### src/logic/gip_defs.svh
`ifndef GIP_DEFS_SVH
`define GIP_DEFS_SVH
// interface command bytes, sent with attention low
`define GIP_CMD_MASK 8'h7f
`define GIP_CMD_DCL 8'h14
`define GIP_CMD_SDC 8'h04
`define GIP_CMD_GET 8'h08
`define GIP_CMD_GTL 8'h01
`define GIP_CMD_LLO 8'h11
`define GIP_CMD_SPE 8'h18
`define GIP_CMD_SPD 8'h19
`define GIP_CMD_UNL 8'h3f
`define GIP_CMD_UNT 8'h5f
// address groups: bits 6:5 select listen or talk group
`define GIP_GRP_LISTEN 2'h1
`define GIP_GRP_TALK 2'h2
// serial poll status byte: service request bit position
`define GIP_RQS_BIT 6
`endif

### src/logic/gip_pkg.sv
package gip_pkg;
	typedef enum logic [1:0] {SRC_IDLE, SRC_WAIT_RFD, SRC_DAV, SRC_WAIT_DAC} gip_src_e;
	typedef enum logic [1:0] {ACC_READY, ACC_TAKE, ACC_WAIT_DROP} gip_acc_e;
endpackage

### src/logic/gip_port.sv
// Behaviour
// - bytes move on eight lines, bit zero least significant, bit seven most.
// - interface clear low returns all interface functions except remote and lockout to default.
// - bytes under attention low are commands, otherwise device data.
// - device pulls service request low to ask for service.
// - remote state only reachable while remote enable is held low.
// - end line low with data under attention high marks last byte.
// - end line low under attention low triggers parallel poll response.
// - data valid low only while a stable byte is driven.
// - acceptor holds not-ready low; source waits for its release.
// - acceptor holds not-accepted low until byte taken; source waits release.
// - full source and acceptor handshakes implemented.
// - listener, left when own talk address arrives.
// - talker with serial poll, left when own listen address arrives.
// - service request and parallel poll functions implemented.
// - remote and local switching, including return to local.
// - device clear commands pulse a clear output.
// - group execute trigger pulses a trigger output.
`include "gip_defs.svh"
module gip_port (
	input wire logic ref_clk_i,
	input wire logic rst_n_i,
	input wire logic [4:0] my_addr_i,
	input wire logic [2:0] pp_line_i,
	input wire logic pp_sense_i,
	input wire logic pp_enable_i,
	input wire logic [7:0] bus_dio_n_i,
	output logic [7:0] bus_dio_n_o,
	output logic [7:0] bus_dio_oe_o,
	input wire logic bus_ifc_n_i,
	input wire logic bus_atn_n_i,
	input wire logic bus_ren_n_i,
	input wire logic bus_eoi_n_i,
	output logic bus_eoi_n_o,
	output logic bus_eoi_oe_o,
	output logic bus_srq_n_o,
	output logic bus_srq_oe_o,
	input wire logic bus_dav_n_i,
	output logic bus_dav_n_o,
	output logic bus_dav_oe_o,
	input wire logic bus_nrfd_n_i,
	output logic bus_nrfd_n_o,
	output logic bus_nrfd_oe_o,
	input wire logic bus_ndac_n_i,
	output logic bus_ndac_n_o,
	output logic bus_ndac_oe_o,
	input wire logic tx_valid_i,
	input wire logic [7:0] tx_data_i,
	input wire logic tx_last_i,
	output logic tx_ready_o,
	output logic [7:0] rx_data_o,
	output logic rx_last_o,
	output logic rx_valid_o,
	input wire logic rx_ready_i,
	input wire logic srq_req_i,
	input wire logic [5:0] status_i,
	input wire logic local_req_i,
	output logic listen_o,
	output logic talk_o,
	output logic remote_o,
	output logic lockout_o,
	output logic clear_o,
	output logic trigger_o
);
	// two-stage synchronisers for the twelve data, clear, attention, remote enable and end bus inputs
	logic [11:0] sync1_q;
	logic [11:0] sync2_q;
	always_ff @(posedge ref_clk_i or negedge rst_n_i) begin
		if (!rst_n_i) begin
			sync1_q <= 12'hfff;
			sync2_q <= 12'hfff;
		end else begin
			sync1_q <= {bus_dio_n_i, bus_ifc_n_i, bus_atn_n_i, bus_ren_n_i, bus_eoi_n_i};
			sync2_q <= sync1_q;
		end
	end
	// true-level views of the synchronised lines; dio inverted so bit 0 is lsb of the byte
	wire [7:0] dio = ~sync2_q[11:4];
	wire ifc = ~sync2_q[3];
	wire atn = ~sync2_q[2];
	wire ren = ~sync2_q[1];
	wire eoi = ~sync2_q[0];
	// handshake inputs, synchronised separately to keep widths plain
	logic [2:0] hs1_q;
	logic [2:0] hs2_q;
	always_ff @(posedge ref_clk_i or negedge rst_n_i) begin
		if (!rst_n_i) begin
			hs1_q <= 3'h7;
			hs2_q <= 3'h7;
		end else begin
			hs1_q <= {bus_dav_n_i, bus_nrfd_n_i, bus_ndac_n_i};
			hs2_q <= hs1_q;
		end
	end
	wire dav = ~hs2_q[2];
	wire nrfd = ~hs2_q[1];
	wire ndac = ~hs2_q[0];

	// acceptor handshake state
	gip_pkg::gip_acc_e acc_q, acc_d;
	logic [7:0] rx_data_q;
	logic rx_last_q, rx_valid_q;
	logic listen_q, talk_q, remote_q, lockout_q, spe_q, clear_q, trigger_q;
	logic srq_q, rqs_q;
	// commands are accepted by every device; data only when listening
	wire acc_on = atn | listen_q;
	wire buf_free = ~rx_valid_q | rx_ready_i;
	wire take = (acc_q == gip_pkg::ACC_READY) & dav & acc_on;
	wire [7:0] cmd = dio & `GIP_CMD_MASK;
	wire is_cmd = take & atn;
	wire own_listen = is_cmd & (cmd[6:5] == `GIP_GRP_LISTEN) & (cmd[4:0] == my_addr_i);
	wire own_talk = is_cmd & (cmd[6:5] == `GIP_GRP_TALK) & (cmd[4:0] == my_addr_i);
	wire c_unl = is_cmd & (cmd == `GIP_CMD_UNL);
	wire c_unt = is_cmd & (cmd == `GIP_CMD_UNT);
	wire c_dcl = is_cmd & ((cmd == `GIP_CMD_DCL) | ((cmd == `GIP_CMD_SDC) & listen_q));
	wire c_get = is_cmd & (cmd == `GIP_CMD_GET) & listen_q;
	wire c_gtl = is_cmd & (cmd == `GIP_CMD_GTL) & listen_q;
	wire c_llo = is_cmd & (cmd == `GIP_CMD_LLO);
	wire c_spe = is_cmd & (cmd == `GIP_CMD_SPE);
	wire c_spd = is_cmd & (cmd == `GIP_CMD_SPD);
	wire data_take = take & ~atn & buf_free;

	// acceptor: ready when free, not-accepted released once byte taken
	always_comb begin
		acc_d = acc_q;
		case (acc_q)
			gip_pkg::ACC_READY: if (take && (atn || buf_free)) acc_d = gip_pkg::ACC_TAKE;
			gip_pkg::ACC_TAKE: acc_d = gip_pkg::ACC_WAIT_DROP;
			gip_pkg::ACC_WAIT_DROP: if (!dav) acc_d = gip_pkg::ACC_READY;
			default: acc_d = gip_pkg::ACC_READY;
		endcase
	end
	// hold not-ready low unless idle with room or under attention; hold not-accepted low until taken
	wire acc_rfd = acc_on & (acc_q == gip_pkg::ACC_READY) & (atn | buf_free) & ~dav;
	wire acc_dac = acc_on & ((acc_q == gip_pkg::ACC_TAKE) | (acc_q == gip_pkg::ACC_WAIT_DROP));
	always_ff @(posedge ref_clk_i or negedge rst_n_i) begin
		if (!rst_n_i) acc_q <= gip_pkg::ACC_READY;
		else if (ifc) acc_q <= gip_pkg::ACC_READY;
		else acc_q <= acc_d;
	end
	// received data byte with its end mark
	always_ff @(posedge ref_clk_i or negedge rst_n_i) begin
		if (!rst_n_i) begin
			rx_data_q <= 8'h00;
			rx_last_q <= 1'b0;
			rx_valid_q <= 1'b0;
		end else if (data_take && (acc_q == gip_pkg::ACC_READY)) begin
			rx_data_q <= dio;
			rx_last_q <= eoi;
			rx_valid_q <= 1'b1;
		end else if (rx_ready_i) begin
			rx_valid_q <= 1'b0;
		end
	end

	// addressing, remote/local, clear and trigger
	always_ff @(posedge ref_clk_i or negedge rst_n_i) begin
		if (!rst_n_i) begin
			listen_q <= 1'b0;
			talk_q <= 1'b0;
			spe_q <= 1'b0;
		end else if (ifc) begin
			listen_q <= 1'b0;
			talk_q <= 1'b0;
			spe_q <= 1'b0;
		end else begin
			if (own_listen) listen_q <= 1'b1;
			else if (c_unl || own_talk) listen_q <= 1'b0;
			if (own_talk) talk_q <= 1'b1;
			else if (c_unt || own_listen || (is_cmd && cmd[6:5] == `GIP_GRP_TALK)) talk_q <= 1'b0;
			if (c_spe) spe_q <= 1'b1;
			else if (c_spd) spe_q <= 1'b0;
		end
	end
	// remote only while remote enable held; local by front panel unless locked out
	always_ff @(posedge ref_clk_i or negedge rst_n_i) begin
		if (!rst_n_i) begin
			remote_q <= 1'b0;
			lockout_q <= 1'b0;
		end else if (!ren) begin
			remote_q <= 1'b0;
			lockout_q <= 1'b0;
		end else begin
			if (own_listen) remote_q <= 1'b1;
			else if (c_gtl || (local_req_i && !lockout_q)) remote_q <= 1'b0;
			if (c_llo) lockout_q <= 1'b1;
		end
	end
	always_ff @(posedge ref_clk_i or negedge rst_n_i) begin
		if (!rst_n_i) begin
			clear_q <= 1'b0;
			trigger_q <= 1'b0;
		end else begin
			clear_q <= c_dcl;
			trigger_q <= c_get;
		end
	end

	// service request: rqs cleared once status byte is sent in serial poll
	gip_pkg::gip_src_e src_q, src_d;
	wire src_send_done;
	always_ff @(posedge ref_clk_i or negedge rst_n_i) begin
		if (!rst_n_i) rqs_q <= 1'b0;
		else if (!srq_req_i || ifc) rqs_q <= 1'b0;
		else if (!rqs_q && !srq_q) rqs_q <= 1'b1;
		else if (src_send_done && spe_q) rqs_q <= 1'b0;
	end
	// latch so a new request needs srq_req_i to drop first
	always_ff @(posedge ref_clk_i or negedge rst_n_i) begin
		if (!rst_n_i) srq_q <= 1'b0;
		else if (!srq_req_i) srq_q <= 1'b0;
		else if (rqs_q) srq_q <= 1'b1;
	end

	// source handshake; in serial poll the status byte replaces user data
	logic [7:0] tx_q;
	logic tx_last_q, tx_ready_q;
	wire src_act = talk_q & ~atn;
	wire [7:0] stb = {status_i[5], rqs_q, status_i};
	assign src_send_done = (src_q == gip_pkg::SRC_WAIT_DAC) & ~ndac & spe_q;
	always_comb begin
		src_d = src_q;
		case (src_q)
			gip_pkg::SRC_IDLE: if (src_act && (spe_q || tx_valid_i)) src_d = gip_pkg::SRC_WAIT_RFD;
			gip_pkg::SRC_WAIT_RFD: if (!nrfd) src_d = gip_pkg::SRC_DAV;
			gip_pkg::SRC_DAV: src_d = gip_pkg::SRC_WAIT_DAC;
			gip_pkg::SRC_WAIT_DAC: if (!ndac) src_d = gip_pkg::SRC_IDLE;
			default: src_d = gip_pkg::SRC_IDLE;
		endcase
		if (!src_act) src_d = gip_pkg::SRC_IDLE;
	end
	always_ff @(posedge ref_clk_i or negedge rst_n_i) begin
		if (!rst_n_i) begin
			src_q <= gip_pkg::SRC_IDLE;
			tx_q <= 8'h00;
			tx_last_q <= 1'b0;
			tx_ready_q <= 1'b0;
		end else if (ifc) begin
			src_q <= gip_pkg::SRC_IDLE;
			tx_ready_q <= 1'b0;
		end else begin
			src_q <= src_d;
			tx_ready_q <= (src_q == gip_pkg::SRC_IDLE) & src_act & ~spe_q & tx_valid_i & ~tx_ready_q;
			if (src_q == gip_pkg::SRC_IDLE && src_d == gip_pkg::SRC_WAIT_RFD) begin
				tx_q <= spe_q ? stb : tx_data_i;
				tx_last_q <= ~spe_q & tx_last_i;
			end
		end
	end

	// parallel poll: respond on assigned line while attention and end are low
	wire ppr = atn & eoi & pp_enable_i & ~ifc;
	wire pp_bit = (pp_sense_i == rqs_q);
	wire [7:0] pp_dio = {7'h00, pp_bit} << pp_line_i;
	wire drive_data = (src_q != gip_pkg::SRC_IDLE) & src_act;
	wire dav_on = (src_q == gip_pkg::SRC_DAV) | (src_q == gip_pkg::SRC_WAIT_DAC);
	// registered open-drain outputs: only ever pulled low or released
	always_ff @(posedge ref_clk_i or negedge rst_n_i) begin
		if (!rst_n_i) begin
			bus_dio_oe_o <= 8'h00;
			bus_eoi_oe_o <= 1'b0;
			bus_srq_oe_o <= 1'b0;
			bus_dav_oe_o <= 1'b0;
			bus_nrfd_oe_o <= 1'b0;
			bus_ndac_oe_o <= 1'b0;
		end else begin
			bus_dio_oe_o <= ppr ? pp_dio : (drive_data ? tx_q : 8'h00);
			bus_eoi_oe_o <= drive_data & tx_last_q & ~ppr;
			bus_srq_oe_o <= rqs_q;
			bus_dav_oe_o <= dav_on & src_act;
			bus_nrfd_oe_o <= acc_on & ~acc_rfd & ~ifc;
			// not-accepted is pulled low only while idle; released from the take until data valid drops
			bus_ndac_oe_o <= acc_on & ~acc_dac & ~ifc;
		end
	end
	// low level always; a line is driven only through its enable
	always_ff @(posedge ref_clk_i or negedge rst_n_i) begin
		if (!rst_n_i) begin
			bus_dio_n_o <= 8'h00;
			bus_eoi_n_o <= 1'b0;
			bus_srq_n_o <= 1'b0;
			bus_dav_n_o <= 1'b0;
			bus_nrfd_n_o <= 1'b0;
			bus_ndac_n_o <= 1'b0;
		end else begin
			bus_dio_n_o <= 8'h00;
			bus_eoi_n_o <= 1'b0;
			bus_srq_n_o <= 1'b0;
			bus_dav_n_o <= 1'b0;
			bus_nrfd_n_o <= 1'b0;
			bus_ndac_n_o <= 1'b0;
		end
	end
	assign tx_ready_o = tx_ready_q;
	assign rx_data_o = rx_data_q;
	assign rx_last_o = rx_last_q;
	assign rx_valid_o = rx_valid_q;
	assign listen_o = listen_q;
	assign talk_o = talk_q;
	assign remote_o = remote_q;
	assign lockout_o = lockout_q;
	assign clear_o = clear_q;
	assign trigger_o = trigger_q;

	// checks
	property p_ifc_clears;
		@(posedge ref_clk_i) disable iff (!rst_n_i) ifc |=> !listen_q && !talk_q;
	endproperty
	a_ifc_clears: assert property (p_ifc_clears) else $error("interface clear left addressing");
	property p_remote_needs_ren;
		@(posedge ref_clk_i) disable iff (!rst_n_i) !ren |=> !remote_q;
	endproperty
	a_remote_needs_ren: assert property (p_remote_needs_ren) else $error("remote without enable");
	property p_srq;
		@(posedge ref_clk_i) disable iff (!rst_n_i) rqs_q |=> bus_srq_oe_o;
	endproperty
	a_srq: assert property (p_srq) else $error("service request not driven");
	property p_dav_rfd;
		@(posedge ref_clk_i) disable iff (!rst_n_i) (src_q == gip_pkg::SRC_WAIT_RFD && nrfd) |=> src_q != gip_pkg::SRC_DAV;
	endproperty
	a_dav_rfd: assert property (p_dav_rfd) else $error("data valid while not ready");
	property p_hold_dac;
		@(posedge ref_clk_i) disable iff (!rst_n_i) (src_q == gip_pkg::SRC_WAIT_DAC && ndac && src_act && !ifc) |=> src_q == gip_pkg::SRC_WAIT_DAC;
	endproperty
	a_hold_dac: assert property (p_hold_dac) else $error("source left before accept");
	property p_talk_off;
		@(posedge ref_clk_i) disable iff (!rst_n_i) own_listen && !ifc |=> !talk_q;
	endproperty
	a_talk_off: assert property (p_talk_off) else $error("talker kept after own listen address");
	property p_listen_off;
		@(posedge ref_clk_i) disable iff (!rst_n_i) own_talk && !ifc |=> !listen_q;
	endproperty
	a_listen_off: assert property (p_listen_off) else $error("listener kept after own talk address");
	property p_trig;
		@(posedge ref_clk_i) disable iff (!rst_n_i) c_get |=> trigger_o ##1 !trigger_o || c_get;
	endproperty
	a_trig: assert property (p_trig) else $error("trigger pulse wrong");
	property p_clr;
		@(posedge ref_clk_i) disable iff (!rst_n_i) c_dcl |=> clear_o;
	endproperty
	a_clr: assert property (p_clr) else $error("clear pulse missing");
	property p_pp;
		@(posedge ref_clk_i) disable iff (!rst_n_i) ppr |=> bus_dio_oe_o == $past(pp_dio);
	endproperty
	a_pp: assert property (p_pp) else $error("parallel poll response wrong");
	property p_ndac_release;
		@(posedge ref_clk_i) disable iff (!rst_n_i) acc_q == gip_pkg::ACC_TAKE |=> !bus_ndac_oe_o;
	endproperty
	a_ndac_release: assert property (p_ndac_release) else $error("not-accepted held after take");
	c_listen: cover property (@(posedge ref_clk_i) disable iff (!rst_n_i) own_listen);
	c_talk_byte: cover property (@(posedge ref_clk_i) disable iff (!rst_n_i) src_q == gip_pkg::SRC_DAV);
	c_rx_last: cover property (@(posedge ref_clk_i) disable iff (!rst_n_i) rx_valid_q && rx_last_q);
	c_spoll: cover property (@(posedge ref_clk_i) disable iff (!rst_n_i) src_send_done);
endmodule // gip_port

### config.mk
export PLATFORM = sky130hd
export DESIGN_NAME = gip_port
export DESIGN_NICKNAME = d
export VERILOG_FILES = /design/src/logic/gip_pkg.sv /design/src/logic/gip_port.sv
export VERILOG_INCLUDE_DIRS = /design/src /design/src/logic
export SDC_FILE = /design/constraint.sdc
export NUM_CORES = 1
export LEC_CHECK = 0
export BUFFER_PORTS_ARGS = -buffer_cell sky130_fd_sc_hd__clkbuf_2
export CAP_MARGIN = 15
export CORE_MARGIN = 10
export CORE_UTILIZATION = 35
export CTS_CLUSTER_DIAMETER = 40
export DETAILED_ROUTE_END_ITERATION = 10
export PLACE_DENSITY = 0.57
export SYNTH_ARGS = -nofsm -noshare
export SYNTH_HDL_FRONTEND = slang
export SYNTH_SLANG_ARGS = --single-unit
export TNS_END_PERCENT = 30
### constraint.sdc
create_clock -name ref_clk_i -period 1.7 [get_ports ref_clk_i]
set_input_delay 0.255 -clock ref_clk_i [delete_from_list [all_inputs] [get_ports ref_clk_i]]
set_output_delay 0.255 -clock ref_clk_i [all_outputs]
set_load 0.005 [all_outputs]
==> impl_results.md <==
- Post-synth ARST share: 100%
- Hold Vio Cnt, Final: 0
- Ys flop type: dfrtp_1
- Tcrit/Tclk final: 97.1%
- Net Switching: 0.810 mW
- Sink Count: 76
- Detailed-route via count: 2189
- Post-route cell area: 3990 um^2
- Syn-to-layout area delta: 31.6%
- Num CTS Buffers: 9
- Non-filler cells in the finished layout: 471
- R2R Setup Slk: 50 ps
- Tmin final: 1650 ps
- GPL Wtd Cong: 0.804
- CP max stage cell: dfrtp_1
- Flop pwr share: 55.0%
- Clock power share: 36.5%
- CTS H-tree lvls: 3
- PD cells: 887 nW/um^2
- Multi-input logic area: 982 um^2
- CP cell instances: inv_2, ha_4, nand3b_1, or3_4, o31a_2, o21a_1
- Cell Int Power: 2.73 mW
- FF-to-FF End: listen_o
- Global-route usage over all layers: 10.9%
- Most common library cell in the layout ignoring fill and taps: clkbuf_2
- Reg2reg path depth: 6
- Share of cells above drive strength 1: 41.3%
- Setup WS pre-CTS: -25.7 ps
- Antenna violations before repair: 0
- Vias per cell: 4.65
- Die Y: 113 um
- # DRC: 0
- WP depth: 6
- Final ANT Viol Nets: 0
- P_leak: 1.92 nW
- Core region area: 8300 um^2
- Worst setup endpoint: listen_o
- Maximum VDD drop: 503 uV
- CTS tree: built
- Clk root buf: clkbuf_8
- Synth warnings: 0
- WP buf/inv: 1
- Fin util: 48.0%
- CP Class: reg2reg
- Syn_area_per_cell: 12.1 um^2
- Post-Syn Instances: 250
- GRT overflow: 0
- Initial DRC Count: 87
- I/O Pins: 89
- Worst EP arrival: 1880 ps
- Crit path max-delay family: simple AND/OR/NAND/NOR gates
- Vias in the first global route: 2266
- Synth unique cells: 46
- Post-DP Area: 3570 um^2
- First drt pass iteration count: 4
- Mapped cell area: 3030 um^2
- Dpl cells: 432
- Hold Path Class: in2reg
- FMAX: 0.606 GHz
- Combinational power share: 8.5%
- Largest net degree at the start of global routing: 36
- Layout Nets: 410
- Commonest cells after routing, fill and taps aside: 74 x clkbuf_2, 46 x dfrtp_1, 30 x dfstp_2
- Critical Path Source: acc_q[0]
- Worst Setup End Kind: flip-flop
- Number of enable flip-flop cells after synthesis: 0
- Max-Cap Viols: 0
- Critical Path RT: 1930 ps
- Hold slack: 153 ps
- Max Clock Skew: 8.85 ps
- Dpl hpwl: 5.26 mm
- Ant diodes: 0
- Final Slew Violations: 0
- PortBufs: 75
- Setup ws final: 49.5 ps
- Final setup violation count: 0
- Slowest stage delay, CP: 390 ps
- CTS clk-pin slew, worst paths: 80 ps
- DIE WIDTH: 113 um
- Critical Path Start Type: flip-flop
- FF/Latch Area: 1940 um^2
- Fillcell total: 770
- Post-synthesis sequential area ratio: 64.0%
- CP Max Fanout: 3
- Setup_tns: 0 ps
- Post-synthesis register bit count: 76
- Clk Latency, worst-skew pair: 340 ps
- DR WL/cell: 14.9 um
- Die area: 12800 um^2
- Initial Util: 36.5%
- Max Root-Sink Buffers: 2
- First-pass GRT wire length: 11.2 mm
- Worst R2R Start: acc_q[0]
- Outcome: finished clean
- Count of standard-cell rows: 33
- Pwr Total: 3.54 mW
- Total Wirelength: 7.03 mm
- Sw frac: 22.9%
## synthesized netlist by cell type (2+ instances only)
master | count | area (um^2)
and3_1 | 2 | 12.5
buf_4 | 13 | 97.6
or4_1 | 2 | 15.0
clkbuf_1 | 3 | 11.3
o21a_1 | 2 | 15.0
dfrtp_1 | 46 | 1150
o21ba_2 | 2 | 20.0
nor2b_1 | 2 | 12.5
nor2_1 | 17 | 63.8
xor2_1 | 5 | 43.8
a31oi_1 | 2 | 12.5
o21ai_0 | 17 | 85.1
a32o_1 | 6 | 60.1
nor4_1 | 5 | 31.3
ha_1 | 3 | 37.5
nand4_1 | 2 | 12.5
dfstp_2 | 30 | 788
inv_1 | 12 | 45.0
nor3_1 | 2 | 10.0
nand3b_1 | 3 | 22.5
nand2_1 | 21 | 78.8
nand3_1 | 6 | 30.0
nand2b_1 | 2 | 12.5
a21oi_1 | 10 | 50.1
buf_2 | 4 | 20.0
mux2i_1 | 9 | 90.1
o31a_2 | 2 | 20.0
and2_1 | 2 | 12.5
## power by group through the flow
| stage | clock (mW) | combinational [mW] | sequential (mW) |
|---|---|---|---|
| final | 1.29 | 0.300 | 1.95 |
| after global routing | 1.41 | 0.339 | 1.95 |
| after CTS | 1.34 | 0.291 | 1.95 |
| after detailed placement | 0 | 0.254 | 1.98 |
| after global placement | 0 | 0.248 | 1.98 |
| after floorplan | 0 | 0.135 | 1.96 |
## layout make-up
type                    count  share of cell area [%]
multi-input cells         152                    24.6
repair buffers            110                    17.7
well taps                 105                    3.29
inverters                  12                    1.13
clock buffers              11                    3.29
flip-flops and latches     76                    48.6
clock inverters             5                    1.32
## how the worst min path moves through the flow
stage | startpoint | end | slack, ps | depth (start not counted)
2_1_floorplan | rst_n_i | acc_q[0] | -40 | 0
3_3_place_gp | rst_n_i | rx_data_o[3] | 230 | 1
3_5_place_dp | rst_n_i | trigger_o | 230 | 1
4_1_cts | tx_valid_i | tx_ready_o | 130 | 3
5_1_grt | tx_valid_i | tx_ready_o | 140 | 3
6_report | tx_valid_i | tx_ready_o | 150 | 3
## kinds of logic after synthesis
| family | share of synthesized area (%) |
|---|---|
| xor gates and xnor gates | 1.73 |
| and+or+nand+nor | 13.1 |
| other | 0.124 |
| muxes | 2.97 |
| adders and majority gates | 1.24 |
| DFF | 64.0 |
| AOI/OAI and AO/OA | 10.8 |
| buffers and inverters | 6.03 |
## flip-flops by register name, indices dropped and copies added, names as in the netlist, 2 cells and up
signal and flops:
tx_q 8, acc_q 2, sync1_q 12, rx_data_o 8, sync2_q 12, bus_dio_oe_o 8
hs1_q 3, src_q 2, hs2_q 3
## worst reg2reg max path: stages (launching register included)
cell and delay (ps):
dfrtp_1 390, inv_2 80, ha_4 140, nand3b_1 110, or3_4 390, o31a_2 350, o21a_1 100
## metal layers
| layer | track usage [%] | share of wire, % |
|---|---|---|
| met2 | 17.1 | 50 |
| met1 | 12.8 | 40 |
| met3 | 5.55 | 8.9 |
| met5 | 0 | 0 |
| met4 | 2.71 | 0.80 |
## what timing repair did
item | 4_1_cts | 5_1_grt
setup buffers | 4 | 3
hold buffers | 16 | 0
pin swaps | 3 | 1
endpoints found under the hold margin | 29 | 0
gates resized for setup | 1 | 3
endpoints found under the setup margin | 1 | 6
Note: power is estimated with default switching activity, not from simulation.
